==> src/inc/sample_fifo_pkg.sv <==
// Shared constants and types of the sample FIFO write formatter
package sample_fifo_pkg;

  ////////////////////////////////////////////////////////////////////////////////
  localparam logic [7:0] ADDR_MOD0_CFG = 8'hf9;
  localparam logic [7:0] ADDR_MOD1_CFG = 8'hfa;
  localparam logic [7:0] ADDR_THR = 8'hfc;
  localparam logic [7:0] ADDR_LVL_HI = 8'hfd;
  localparam logic [7:0] ADDR_LVL_LO = 8'hfe;

  localparam int CFG_WR_EN_BIT = 7;
  localparam int CFG_COMP_BIT = 5;
  localparam int CFG_DIFF_BIT = 4;
  localparam int CFG_MSB_LSB = 0;
  localparam int OVF_BIT = 7;
  localparam logic [7:0] CFG_WMASK = 8'hbf;
  localparam logic [7:0] CFG_RESET = 8'h8f;
  localparam logic [7:0] THR_RESET = 8'h7f;

  localparam logic [9:0] STORE_BYTES = 10'h200;
  localparam int STAGE_DEPTH = 8;
  localparam logic [1:0] ONE_BYTE = 2'h1;
  localparam logic [1:0] TWO_BYTES = 2'h2;
  localparam logic [3:0] FULL_MSB = 4'hf;
  localparam logic [3:0] BYTE_MSB = 4'h7;

  ////////////////////////////////////////////////////////////////////////////////
  typedef struct packed {
    logic is_flicker;
    logic mod_sel;
    logic [15:0] value;
  } sample_t;

  typedef struct packed {
    logic [1:0] nbytes;
    logic [15:0] value;
  } stage_word_t;

  localparam int STAGE_WIDTH = $bits(stage_word_t);

endpackage

==> src/hw/sample_fifo_write_formatter.sv <==
// Result FIFO write formatting, fill level, overflow and threshold logic
//
// Overview of operation
// - Modulator 0 ambient results enter the FIFO only with its write enable set and flicker off or finished.
// - With flicker on and fewer ambient than flicker samples, ambient results enter only if final processing after flicker is set.
// - Modulator 1 ambient results use the same gating with their own write enable, reset 1.
// - A modulator's compression bit, reset 0, makes its flicker samples stored in one byte when the field N below is 7 or less.
// - A modulator's difference bit stores only the change from the previous flicker sample.
// - A four-bit field N, reset 0xF, stores sample bits 0 through N of each flicker sample.
// - The FIFO interrupt is raised while the fill level exceeds twice the threshold, reset 0x7F.
// - The fill level is a byte count from 0 to 512.
// - A sticky overflow flag is set when data bound for the FIFO is lost because it does not fit in the free bytes.
module sample_fifo_write_formatter
  import sample_fifo_pkg::*;
(
  input wire logic clk_sys,
  input wire logic rstn,
  input wire logic [7:0] reg_addr,
  input wire logic reg_wr,
  input wire logic [7:0] reg_wdata,
  input wire logic reg_rd,
  output logic [7:0] reg_rdata,
  input wire sample_fifo_pkg::sample_t sample_in,
  input wire logic sample_valid,
  output logic sample_ready,
  input wire logic [7:0] ambient_sample_count,
  input wire logic [7:0] flicker_sample_count,
  input wire logic flicker_step_en,
  input wire logic final_after_flicker,
  input wire logic power_on_enable,
  input wire logic fifo_clear_cmd,
  output logic store_valid,
  input wire logic store_ready,
  output logic [15:0] store_data,
  output logic [1:0] store_nbytes,
  input wire logic host_byte_read,
  output logic [9:0] fifo_fill_level,
  output logic fifo_overflow,
  output logic fifo_threshold_irq
);

  import sample_fifo_pkg::*;

  ////////////////////////////////////////////////////////////////////////////////
  function automatic logic [15:0] msb_mask(input logic [3:0] msb);
    msb_mask = 16'hffff >> (FULL_MSB - msb);
  endfunction

  // Every input is an argument so a continuous assign re-evaluates on each of them
  function automatic logic ambient_allowed(input logic [7:0] cfg, input logic step_en,
                                           input logic [7:0] amb_cnt, input logic [7:0] fd_cnt,
                                           input logic final_en);
    ambient_allowed = cfg[CFG_WR_EN_BIT] && (!step_en || (amb_cnt >= fd_cnt) || final_en);
  endfunction

  ////////////////////////////////////////////////////////////////////////////////
  logic [7:0] cfg_reg [0:1];
  logic [7:0] thr_reg;
  logic [15:0] prev_reg [0:1];
  logic [9:0] level_reg;
  logic [9:0] level_next;
  logic ovf_reg;
  logic pon_prev_reg;
  logic [7:0] rdata_reg;
  logic clear_evt;
  logic [7:0] sel_cfg;
  logic [3:0] sel_msb;
  logic [15:0] raw_value;
  logic stage_push;
  logic stage_ready;
  stage_word_t push_word;
  stage_word_t st_word;
  logic st_valid;
  logic st_ready;
  logic fits;
  logic store_fire;
  logic level_dec;
  logic [9:0] thr_full;

  // Power-on rising edge acts like a FIFO clear
  assign clear_evt = fifo_clear_cmd || (power_on_enable && !pon_prev_reg);

  ////////////////////////////////////////////////////////////////////////////////
  always_ff @(posedge clk_sys or negedge rstn) begin
    if (!rstn) begin
      cfg_reg[0] <= CFG_RESET;
      cfg_reg[1] <= CFG_RESET;
      thr_reg <= THR_RESET;
    end else if (reg_wr) begin
      if (reg_addr == ADDR_MOD0_CFG) begin
        cfg_reg[0] <= reg_wdata & CFG_WMASK;
      end
      if (reg_addr == ADDR_MOD1_CFG) begin
        cfg_reg[1] <= reg_wdata & CFG_WMASK;
      end
      if (reg_addr == ADDR_THR) begin
        thr_reg <= reg_wdata;
      end
    end
  end

  always_ff @(posedge clk_sys or negedge rstn) begin
    if (!rstn) begin
      rdata_reg <= 8'h00;
    end else if (reg_rd) begin
      case (reg_addr)
        ADDR_MOD0_CFG: rdata_reg <= cfg_reg[0];
        ADDR_MOD1_CFG: rdata_reg <= cfg_reg[1];
        ADDR_THR: rdata_reg <= thr_reg;
        ADDR_LVL_HI: rdata_reg <= level_reg[9:2];
        ADDR_LVL_LO: rdata_reg <= {ovf_reg, 5'h00, level_reg[1:0]};
        default: rdata_reg <= 8'h00;
      endcase
    end
  end

  assign reg_rdata = rdata_reg;

  ////////////////////////////////////////////////////////////////////////////////
  assign sel_cfg = cfg_reg[sample_in.mod_sel];
  assign sel_msb = sel_cfg[CFG_MSB_LSB +: 4];
  assign sample_ready = stage_ready;
  // Blocked ambient results are consumed and dropped, not stalled
  assign stage_push = sample_valid &&
    (sample_in.is_flicker || ambient_allowed(sel_cfg, flicker_step_en, ambient_sample_count,
                                             flicker_sample_count, final_after_flicker));

  always_comb begin
    raw_value = sample_in.value;
    push_word.value = sample_in.value;
    push_word.nbytes = TWO_BYTES;
    if (sample_in.is_flicker) begin
      if (sel_cfg[CFG_DIFF_BIT]) begin
        raw_value = sample_in.value - prev_reg[sample_in.mod_sel];
      end
      push_word.value = raw_value & msb_mask(sel_msb);
      if (sel_cfg[CFG_COMP_BIT] && (sel_msb <= BYTE_MSB)) begin
        push_word.nbytes = ONE_BYTE;
      end
    end
  end

  // Previous raw sample kept per modulator for delta mode
  always_ff @(posedge clk_sys or negedge rstn) begin
    if (!rstn) begin
      prev_reg[0] <= 16'h0000;
      prev_reg[1] <= 16'h0000;
    end else if (clear_evt) begin
      prev_reg[0] <= 16'h0000;
      prev_reg[1] <= 16'h0000;
    end else if (sample_valid && sample_ready && sample_in.is_flicker) begin
      prev_reg[sample_in.mod_sel] <= sample_in.value;
    end
  end

  stage_fifo #(
    .WIDTH(STAGE_WIDTH),
    .DEPTH(STAGE_DEPTH)
  ) u_stage (
    .clk_sys(clk_sys),
    .rstn(rstn),
    .flush(clear_evt),
    .in_valid(stage_push),
    .in_ready(stage_ready),
    .in_data(push_word),
    .out_valid(st_valid),
    .out_ready(st_ready),
    .out_data(st_word)
  );

  ////////////////////////////////////////////////////////////////////////////////
  // A word that cannot fit is discarded so the stage never locks up
  assign fits = (level_reg + 10'(st_word.nbytes)) <= STORE_BYTES;
  assign store_valid = st_valid && fits;
  assign st_ready = store_ready || !fits;
  assign store_data = st_word.value;
  assign store_nbytes = st_word.nbytes;
  assign store_fire = store_valid && store_ready;
  assign level_dec = host_byte_read && (level_reg != 10'h000);

  always_comb begin
    level_next = level_reg;
    if (store_fire) begin
      level_next = level_next + 10'(st_word.nbytes);
    end
    if (level_dec) begin
      level_next = level_next - 10'h001;
    end
  end

  always_ff @(posedge clk_sys or negedge rstn) begin
    if (!rstn) begin
      level_reg <= 10'h000;
      pon_prev_reg <= 1'b0;
    end else begin
      level_reg <= clear_evt ? 10'h000 : level_next;
      pon_prev_reg <= power_on_enable;
    end
  end

  // Loss in the clearing cycle still shows: set beats clear
  always_ff @(posedge clk_sys or negedge rstn) begin
    if (!rstn) begin
      ovf_reg <= 1'b0;
    end else begin
      ovf_reg <= (st_valid && !fits) || (ovf_reg && !clear_evt);
    end
  end

  assign thr_full = {1'b0, thr_reg, 1'b0};
  assign fifo_threshold_irq = level_reg > thr_full;
  assign fifo_fill_level = level_reg;
  assign fifo_overflow = ovf_reg;
endmodule // sample_fifo_write_formatter

==> src/hw/stage_fifo.sv <==
// Small flop-based staging FIFO with valid/ready on both sides
module stage_fifo #(
  parameter int WIDTH = 18,
  parameter int DEPTH = 8
) (
  input wire logic clk_sys,
  input wire logic rstn,
  input wire logic flush,
  input wire logic in_valid,
  output logic in_ready,
  input wire logic [WIDTH-1:0] in_data,
  output logic out_valid,
  input wire logic out_ready,
  output logic [WIDTH-1:0] out_data
);

  localparam int PW = $clog2(DEPTH);
  localparam logic [PW:0] DEPTH_CNT = (PW+1)'(DEPTH);

  logic [WIDTH-1:0] mem_reg [0:DEPTH-1];
  logic [PW-1:0] wr_ptr_reg;
  logic [PW-1:0] rd_ptr_reg;
  logic [PW:0] count_reg;
  logic push;
  logic pop;

  assign in_ready = (count_reg != DEPTH_CNT);
  assign out_valid = (count_reg != '0);
  assign out_data = mem_reg[rd_ptr_reg];
  assign push = in_valid && in_ready;
  assign pop = out_valid && out_ready;

  ////////////////////////////////////////////////////////////////////////////////
  always_ff @(posedge clk_sys) begin
    if (push) begin
      mem_reg[wr_ptr_reg] <= in_data;
    end
  end

  always_ff @(posedge clk_sys or negedge rstn) begin
    if (!rstn) begin
      wr_ptr_reg <= '0;
      rd_ptr_reg <= '0;
      count_reg <= '0;
    end else if (flush) begin
      wr_ptr_reg <= '0;
      rd_ptr_reg <= '0;
      count_reg <= '0;
    end else begin
      if (push) begin
        wr_ptr_reg <= (wr_ptr_reg == PW'(DEPTH - 1)) ? '0 : wr_ptr_reg + 1'b1;
      end
      if (pop) begin
        rd_ptr_reg <= (rd_ptr_reg == PW'(DEPTH - 1)) ? '0 : rd_ptr_reg + 1'b1;
      end
      count_reg <= count_reg + (PW+1)'(push) - (PW+1)'(pop);
    end
  end

endmodule // stage_fifo

==> config.mk <==
export PLATFORM = sky130hd
export DESIGN_NAME = sample_fifo_write_formatter
export DESIGN_NICKNAME = d
export VERILOG_FILES = /design/src/inc/sample_fifo_pkg.sv /design/src/hw/sample_fifo_write_formatter.sv /design/src/hw/stage_fifo.sv
export SDC_FILE = /design/constraint.sdc
export NUM_CORES = 1
export LEC_CHECK = 0
export CAP_MARGIN = 20
export CORE_MARGIN = 2
export CORE_UTILIZATION = 35
export DETAILED_ROUTE_END_ITERATION = 16
export DONT_BUFFER_PORTS = 1
export SLEW_MARGIN = 20
export SYNTH_ARGS = -nofsm -noshare
export SYNTH_HDL_FRONTEND = slang
export SYNTH_SLANG_ARGS = --single-unit
export TNS_END_PERCENT = 1
==> constraint.sdc <==
create_clock -name clk_sys -period 5.33 [get_ports clk_sys]
set_clock_uncertainty 0.2 [all_clocks]
set_input_delay 0.533 -clock clk_sys [delete_from_list [all_inputs] [get_ports clk_sys]]
set_output_delay 0.533 -clock clk_sys [all_outputs]
set_load 0.005 [all_outputs]
; Yosys cells after proc, flatten, opt, wreduce, memory -nomap -nowiden
; Memory sizes are Yosys's and may differ from the RTL's.
; Index checks and enable logic that the tools add are counted.
[classes]
add_sub_neg = 8
n_lt_le_gt_ge = 6
n_eq_ne = 8
shift = 1
n_mux = 28
n_bitwise = 2
n_reduce_logical = 32
[op_table]
columns = operator, count
row1 = two-way mux 16 bit, 6
row2 = two-way mux 32 bit, 2
row3 = == test 8 bit (second input constant), 5
row4 = one-hot mux 8 bit (5 select lines), 1
row5 = bitwise mux 32 bit, 1
row6 = two-way mux 10 bit, 3
row7 = two-way mux 8 bit, 3
row8 = two-way mux 18 bit, 1
row9 = two-way mux 3 bit, 6
row10 = AND 16 bit, 1
row11 = demux 16 bit (select 1 bit), 1
row12 = right shift 16 x 4 -> 16 bit (first input constant), 1
row13 = subtractor 16 bit, 1
row14 = logical AND 1 bit, 14
row15 = adder 10 x 2 -> 10 bit, 1
row16 = > comparator 10 x 9 -> 1 bit, 1
row17 = less-or-equal comparator 10 bit (second input constant), 1
row18 = nonzero test 10 bit, 1
row19 = subtractor 10 x 1 -> 10 bit (second input constant), 1
row20 = greater-or-equal comparator 8 bit, 1
row21 = adder 3 x 1 -> 3 bit (second input constant), 2
row22 = == test 3 bit (second input constant), 2
row23 = logical OR 1 bit, 6
row24 = AND reduction 2 bit, 3
row25 = 14 further kinds, 20
[totals]
register_bits = 84
ramBits = 144
inputBits = 61
output_inout_bits = 40
memories = 1
[memory_table]
columns = memory, words, width, read_ports, rd_clocked_by_memory_dff, write_ports, line
row1 = u_stage.mem_reg, 8, 18, 1, 0, 1, stage_fifo.sv:20  ; logic [WIDTH-1:0] mem_reg [0:DEPTH-1];

; Logic depth before layout (Yosys ltp)
; Gate-level depths: netlist of the first run.
[logic_depth]
word_depth = 11
ltp_mapped = 21
ltp_nobuf = 18

; Hierarchy
; Synthesis of the first run repeated with hierarchy kept, for this count alone.
[hier_totals]
cells_unflattened = 865
hier_area_um2 = 11746.3
[modules_own_cells]
columns = mod, instances, cells_per_inst, area_per_inst_um2
row1 = stage_fifo, 1, 283, 6199.7
row2 = sample_fifo_write_formatter, 1, 582, 5546.6

; Worst setup path after synthesis of the first run
; Ideal clock, no wire load.
[synth_timing]
kind = reg2reg
from = register u_stage.rd_ptr_reg[0]
to = register u_stage.count_reg[2]
setup_time_ns = 0.132
t_arrival_ns = 5.174
slack_ns = -0.176
stages_incl_launch_ff = 21
n_path_buf = 3
path_cell_list = dfrtp_1 -> clkbuf_1 -> buf_1 -> mux4_2 -> mux2_2 -> ha_1 -> fa_1 -> and4_1 -> buf_4 -> nand2_1 -> a211oi_2 -> nor3_1 -> a21oi_1 -> o21ai_1 -> inv_1 -> ha_1 -> inv_1 -> ha_1 -> fa_1 -> xnor2_1 -> nor2_1
[synth_between]
elab_chain_cells = 8
[synth_rtl]
columns = element, line
row1 = from (decl), stage_fifo.sv:22  ; logic [PW-1:0] rd_ptr_reg;
row2 = from (signal assigned), stage_fifo.sv:54  ; rd_ptr_reg <= (rd_ptr_reg == PW'(DEPTH - 1)) ? '0 : rd_ptr_reg + 1'b1;
row3 = memory (8 x 18 bit), --
row4 = net store_nbytes[0], sample_fifo_write_formatter.sv:35  ; output logic [1:0] store_nbytes,
row5 = adder 10 x 2 -> 10 bit, sample_fifo_write_formatter.sv:173  ; assign fits = (level_reg + 10'(st_word.nbytes)) <= STORE_BYTES;
row6 = less-or-equal comparator 10 bit, sample_fifo_write_formatter.sv:173
row7 = logical NOT 1 bit, sample_fifo_write_formatter.sv:175  ; assign st_ready = store_ready || !fits;
row8 = logical OR 1 bit, sample_fifo_write_formatter.sv:175
row9 = logical AND 1 bit, stage_fifo.sv:31  ; assign pop = out_valid && out_ready;
row10 = subtractor 4 x 1 -> 4 bit, stage_fifo.sv:56  ; count_reg <= count_reg + (PW+1)'(push) - (PW+1)'(pop);
row11 = two-way mux 4 bit, stage_fifo.sv:45  ; end else if (flush) begin
row12 = to (signal assigned), stage_fifo.sv:56
row13 = to (decl), stage_fifo.sv:23  ; logic [PW:0] count_reg;
; The timed path passes the listed nets, and every way through them passes these cells.
; A chain may end at the register's enable or synchronous reset.

; Final worst setup path of the first run
[layout_timing]
from = register u_stage.rd_ptr_reg[0]
to = register u_stage.count_reg[3]
[layout_between]
elab_chain_cells = 8
[layout_rtl]
columns = element, line
row1 = memory (8 x 18 bit), --
row2 = adder 10 x 2 -> 10 bit, sample_fifo_write_formatter.sv:173
row3 = less-or-equal comparator 10 bit, sample_fifo_write_formatter.sv:173
row4 = logical NOT 1 bit, sample_fifo_write_formatter.sv:175
row5 = logical OR 1 bit, sample_fifo_write_formatter.sv:175
row6 = logical AND 1 bit, stage_fifo.sv:31
row7 = subtractor 4 x 1 -> 4 bit, stage_fifo.sv:56
row8 = two-way mux 4 bit, stage_fifo.sv:45
; No other way between the ends.

==> results of run 1 <==
## synth_stat cells, drive strengths merged (12+ instances only)
| cell type | count |
|---|---|
| a21oi | 40 |
| a22o | 35 |
| buf | 12 |
| clkbuf | 23 |
| dfrtp | 67 |
| dfstp | 17 |
| edfxtp | 144 |
| ha | 44 |
| inv | 42 |
| mux2 | 49 |
| mux2i | 30 |
| mux4 | 36 |
| nand2 | 41 |
| nor2 | 47 |
| nor3 | 20 |
| o21a | 13 |
| o21ai | 30 |
| xnor2 | 13 |
## worst max-delay path: cells and delay by family, from the launching register on
kind	cells	cell delay, ps
fa+ha+maj	4	1130
buf+inv	3	280
xor+xnor	1	140
flops	1	500
compound gates	6	1230
simple gates	3	530
mux	2	830
## stage by stage
step | utilization [%] | hold WS (ps)
5_1_grt | 40.9 | 53.2
3_3_place_gp | 37.4 | 44.1
2_1_floorplan | - | 37.4
3_5_place_dp | 37.4 | 43.8
4_1_cts | 40.9 | 12.8
6_report | 40.9 | 25.4
## layer usage
metal / vias up / GRT usage (%)
met3: 49 / 2.74
met2: 201 / 26.2
met5: - / 0
li1: 3423 / -
met1: 3692 / 23.0
met4: 0 / 4.86
## worst paths after layout
kind                                                    from                        endpoint  slack (ps)  cells past startpoint
max                        u_stage.rd_ptr_reg[0]$_DFFE_PN0P_  u_stage.count_reg[3]$_DFF_PN0_         340                     19
max in group asynchronous                               rstn          cfg_reg[7]$_DFFE_PN1P_        4190                      2
max reg2reg                u_stage.rd_ptr_reg[0]$_DFFE_PN0P_  u_stage.count_reg[3]$_DFF_PN0_         340                     19
min in group asynchronous                               rstn        prev_reg[28]$_DFFE_PN0P_         340                      2
min reg2reg                         prev_reg[30]$_DFFE_PN0P_        prev_reg[30]$_DFFE_PN0P_         300                      1
min                                              reg_addr[0]        reg_rdata[6]$_DFFE_PN0P_          30                      3
## layout by cell type (no fill, tap or decap), types with 9 or more instances in the layout
cell type	n
dlygate4sd3_1	27
nand3_1	9
mux2i_1	30
nor3_1	17
xnor2_1	13
o21a_1	13
clkbuf_16	25
nand2_1	41
mux4_2	36
nor2_1	47
edfxtp_1	144
mux2_2	49
ha_1	44
o21ai_0	28
a21oi_1	39
dfstp_2	17
dfrtp_1	66
buf_4	20
a22o_1	35
inv_1	42
## what timing repair did
action,4_1_cts,5_1_grt
hold endpoints to repair,147,0
hold buffers,28,0
gates resized for setup,0,0
## final cells by class
class                   instances  share of cell area (%)
flip-flops and latches        228                    48.6
multi-input cells             555                    36.5
clock buffers                  30                    5.01
well taps                     442                    4.17
repair buffers                 48                    3.38
inverters                      42                    1.19
clock inverters                16                    1.14
## cell families after synthesis
| group | synth area share (%) |
|---|---|
| AOI/OAI and AO/OA | 11.9 |
| xor gates and xnor gates | 1.52 |
| adders and majority gates | 5.30 |
| buffers and inverters | 2.65 |
| DFF | 55.9 |
| muxes | 14.4 |
| and+or+nand+nor | 8.26 |
## where the power goes
group	switching, mW	internal [mW]
logic	0.722	0.634
registers	0.188	1.98
clock network	0.718	0.993
total	1.63	3.61
==> flow_summary.json, run 1 <==
{
  "outcome": "completed",
  "drt_wl_total_um": 27700,
  "number_of_antenna_violations_at_the_first_check_in_global_routing": 0,
  "ys_seq_area_share_pct": 55.9,
  "cp_slowest_stage_delay_ps": 530,
  "path_cells": "mux4_2, mux2_2, ha_1, fa_1, and4_1, o211a_1, a211oi_2, nor3_1, a21oi_1, o21ai_1, buf_4, inv_1, ha_1, inv_1, ha_1, a21o_1, a21oi_1, xnor2_1, nor2_1",
  "drc": 0,
  "placement_rows": 66,
  "filler_cell_count": 3023,
  "dieWidth_um": 185,
  "setup_violations": 0,
  "fin_crit_sh_pct": 93.6,
  "fp.dieArea_um2": 34400,
  "ant_nets": 0,
  "max-clock-path-buffers": 3,
  "clock_sink_count": 228,
  "tritoncts": "built",
  "power.density_cell_area_nw_per_um2": 395,
  "rsz0062_at_grt": "false",
  "worst_setup_path_start_kind": "flip-flop",
  "post-place-ws_ps": 351,
  "drtPass1Iterations": 4,
  "ir_drop_mv": 0.221,
  "timing.final.ws_setup_ps": 339,
  "post_synth_edffs": 144,
  "grt.total_usage_pct": 16.4,
  "max_cap_viol_count": 0,
  "worst_setup_path_end_kind": "flip-flop",
  "critPathArrivalTime_ps": 5190,
  "wl_met3_um": 1480,
  "design_area_um2": 13300,
  "largest_reg_flops": 144,
  "multiInputGateArea_um2": 4840,
  "clock_insertion_delay_worst_skew_ps": 550,
  "slew_violations": 0,
  "path_class_of_the_lowest_slack_min_delay_path": "in -> reg",
  "post_place_cells": 1287,
  "static-leakage-power_nw": 4.96,
  "synth_seq_cells": 228,
  "clkTransAtPathRegs_ps": 60,
  "yosysWarnings": 0,
  "fin_tns_setup_ps": 0,
  "syn_area_um2": 11500,
  "num_io_pins": 101,
  "detailed_place_hpwl_um": 18200,
  "critical_path_peak_fanout": 9,
  "placement.io_buffers": 0,
  "route.vias.total": 7365,
  "synth_top_cell_by_area": "edfxtp_1",
  "worst_ep_required_time_ps": 5530,
  "grt_start_max_net_pins": 85,
  "fmax_mhz": 200,
  "yosys-top-cells-area": "edfxtp_1 (38%), dfrtp_1 (15%), mux4_2 (7.0%), mux2_2 (4.8%), ha_1 (4.8%)",
  "routed_length_per_placed_instance_um": 20.4,
  "cts_buffers": 25,
  "final-seq-area_um2": 6450,
  "layout-area-overhead-vs-synth_pct": 15.1,
  "maxUsedRoutingLayer": "met4",
  "cp_most_frequent_cell": "ha_1",
  "synthDominantCellAreaShare_pct": 37.5,
  "avgSynthCellArea_um2": 13.4,
  "synth_fp_nets": 968,
  "die-height_um": 185,
  "first_iter_violations": 645,
  "design.final.nets": 1008,
  "detail_route.wirelength.met1_um": 12800,
  "cts_setup_buffers": 0,
  "initial_utilization_pct": 35.5,
  "post_dp_cell_area_um2": 12100,
  "grt_pass1_wl_um": 43400,
  "gp_routability_congestion": 0.851,
  "postSynthCellCount": 860,
  "clock_tree.root_cell": "clkbuf_16",
  "postSynth.topFlopCell": "edfxtp_1",
  "vias_per_cell": 5.41,
  "fin_cells": 1361,
  "total_core_area_um2": 32500,
  "synth_async_sr_flop_share_pct": 36.8,
  "detailroute.wirelength.met2_um": 12700,
  "yosys.cell_types.count": 71,
  "global_route.overflow_total": 0,
  "worst_pin_slew_ps": 1120,
  "slew_headroom_pct": 24.7,
  "total_power_mw": 5.23,
  "first_global_vias": 7475,
  "timing.setup.critical_path_class": "reg -> reg",
  "antenna_cells": 0,
  "period_minus_slack_ps": 4990,
  "drive_above_1_share_pct": 20.0,
  "cts_max_level": 1,
  "crit_slowest_cell": "mux4_2",
  "timing.final.hold_violations": 0
}
Power figures use the tool's default switching activity.
==> run 2, diff against run 1 <==
Settings changed: HOLD_SLACK_MARGIN set to 0.08.
==> run 2 against run 1 <==
  * Via count grew 0.22%
  * Sequential share of layout area shrank 0.15 points
  * Combinational power is essentially flat
  * Cell area increased by 0.30%
  * Cell count is 0.29% higher
  * Global-route usage about the same
  * Largest power group unchanged
==> flow_summary.json, run 2 (same netlist as run 1, synthesis figures left out) <==
{
  "slew_headroom_pct": 24.0,
  "worst_ep_required_time_ps": 5530,
  "route.vias.total": 7381,
  "num_io_pins": 101,
  "number_of_antenna_violations_at_the_first_check_in_global_routing": 0,
  "path_class_of_the_lowest_slack_min_delay_path": "in -> reg",
  "filler_cell_count": 3017,
  "worst_setup_path_end_kind": "flip-flop",
  "clock_tree.root_cell": "clkbuf_16",
  "design.final.nets": 1012,
  "power.sequential.fraction_pct": 41.4,
  "largest_reg_flops": 144,
  "crit_start": "u_stage.rd_ptr_reg[0]$_DFFE_PN0P_",
  "layout-area-overhead-vs-synth_pct": 15.4,
  "mostFrequentLayoutCells": "edfxtp_1 (144), dfrtp_1 (66), mux2_2 (49)",
  "slew_violations": 0,
  "proportion_of_total_power_due_to_net_switching_pct": 31.1,
  "cts_max_level": 1,
  "gp_routability_congestion": 0.851,
  "fin_crit_sh_pct": 93.7,
  "min-delay-start": "sample_in[8]",
  "first_global_vias": 7496,
  "fmax_mhz": 200,
  "grt_start_max_net_pins": 85,
  "power.density_cell_area_nw_per_um2": 394,
  "fp.dieArea_um2": 34400,
  "clkTransAtPathRegs_ps": 60,
  "placement.io_buffers": 0,
  "r2r-start": "u_stage.rd_ptr_reg[0]$_DFFE_PN0P_",
  "tritoncts": "built",
  "first_iter_violations": 623,
  "cts_buffers": 25,
  "antenna_cells": 0,
  "total_core_area_um2": 32500,
  "final_common_cell": "edfxtp_1",
  "detailed_place_hpwl_um": 18200,
  "setup_violations": 0,
  "worst_pin_slew_ps": 1130,
  "ir_drop_mv": 0.236,
  "timing.final.hold_violations": 0,
  "die-height_um": 185,
  "outcome": "completed",
  "rsz0062_at_grt": "false",
  "timing.setup.critical_path_class": "reg -> reg",
  "final_core_utilization_pct": 41.0,
  "max_cap_viol_count": 0,
  "fin_tns_setup_ps": 0,
  "intPower_mw": 3.61,
  "grt_pass1_wl_um": 43500,
  "critical_path_peak_fanout": 9,
  "static-leakage-power_nw": 4.98,
  "clock_insertion_delay_worst_skew_ps": 550,
  "clock_sink_count": 228,
  "global_route.overflow_total": 0,
  "vias_per_cell": 5.41,
  "drive_above_1_share_pct": 19.9,
  "placement_rows": 66,
  "initial_utilization_pct": 35.5,
  "drtPass1Iterations": 5,
  "drt_wl_total_um": 27800,
  "max-clock-path-buffers": 3,
  "ant_nets": 0,
  "ctsResizeCount": 0,
  "clockPowerShare_pct": 32.7,
  "power.switching_mw": 1.63,
  "dieWidth_um": 185,
  "period_minus_slack_ps": 4990,
  "share_comb_of_total_power_pct": 26.0,
  "worst_setup_path_start_kind": "flip-flop",
  "drc": 0,
  "critPathArrivalTime_ps": 5200,
  "routed_length_per_placed_instance_um": 20.4,
  "grt.total_usage_pct": 16.5
}
-- run 2: cell count changes in the layout (fill, tap and decap cells not counted) --
cell	previous run	this run
dlygate4sd3_1	27	31
-- run 2: area by class of cell --
type                    instances  area [um2]  share of cell area, %
flip-flops and latches        228        6450                   48.5
multi-input cells             555        4840                   36.4
clock buffers                  30         664                   4.99
well taps                     442         553                   4.16
repair buffers                 52         488                   3.67
inverters                      42         158                   1.18
clock inverters                16         151                   1.14
-- run 2: metrics by stage --
| step | power, mW | cell area [um2] | hold slack, ps | std cells | worst slack [ps] |
|---|---|---|---|---|---|
| final | 5.24 | 13300 | 135 | 1365 | 337 |
| after detailed placement | 3.52 | 12100 | 43.8 | 1287 | 351 |
| after CTS | 5.29 | 13300 | 120 | 1365 | 334 |
| after floorplan | 3.22 | 11500 | 37.4 | 860 | 18.1 |
| after global placement | 3.51 | 12100 | 44.1 | 1287 | 437 |
| after global routing | 5.52 | 13300 | 134 | 1365 | 45.9 |
-- run 2: critical path: stages, from the launching register on --
cell and delay, ps:
dfrtp_2 500, mux4_2 530, mux2_2 300, ha_1 240
fa_1 490, and4_1 350, o211a_1 170, a211oi_2 350
nor3_1 130, a21oi_1 280, o21ai_1 100, buf_4 160
inv_1 50, ha_1 130, inv_1 70, ha_1 270
a21o_1 160, a21oi_1 170, xnor2_1 140, nor2_1 50
-- run 2: timing repair --
action	in CTS	in global routing
endpoints found under the hold margin	150	0
hold buffers	32	0
setup buffers	0	0
-- run 2: final timing paths --
| kind | to | slack [ps] | depth (start not counted) |
|---|---|---|---|
| worst max-delay path | u_stage.count_reg[3]$_DFF_PN0_ | 340 | 19 |
| worst min-delay path | u_stage.mem_reg[2][8]$_DFFE_PP_ | 140 | 2 |
| worst max register to register | u_stage.count_reg[3]$_DFF_PN0_ | 340 | 19 |
| worst min register to register | prev_reg[30]$_DFFE_PN0P_ | 300 | 1 |
| max in group asynchronous | cfg_reg[7]$_DFFE_PN1P_ | 4190 | 2 |
| min in group asynchronous | prev_reg[28]$_DFFE_PN0P_ | 340 | 2 |
-- run 2: power groups by stage --
stage          logic, mW  clock network (mW)  registers [mW]
2_1_floorplan       1.14                   0            2.08
3_3_place_gp        1.31                   0            2.20
3_5_place_dp        1.32                   0            2.20
4_1_cts             1.37                1.75            2.17
5_1_grt             1.52                1.82            2.19
6_report            1.36                1.71            2.17
-- run 2: layer usage --
layer	global-route usage (%)	vias to the layer above	share of wire [%]
met2	26.3	194	46
met4	4.86	0	2.8
li1	-	3427	-
met3	2.70	49	5.4
met1	23.1	3711	46
met5	0	-	0
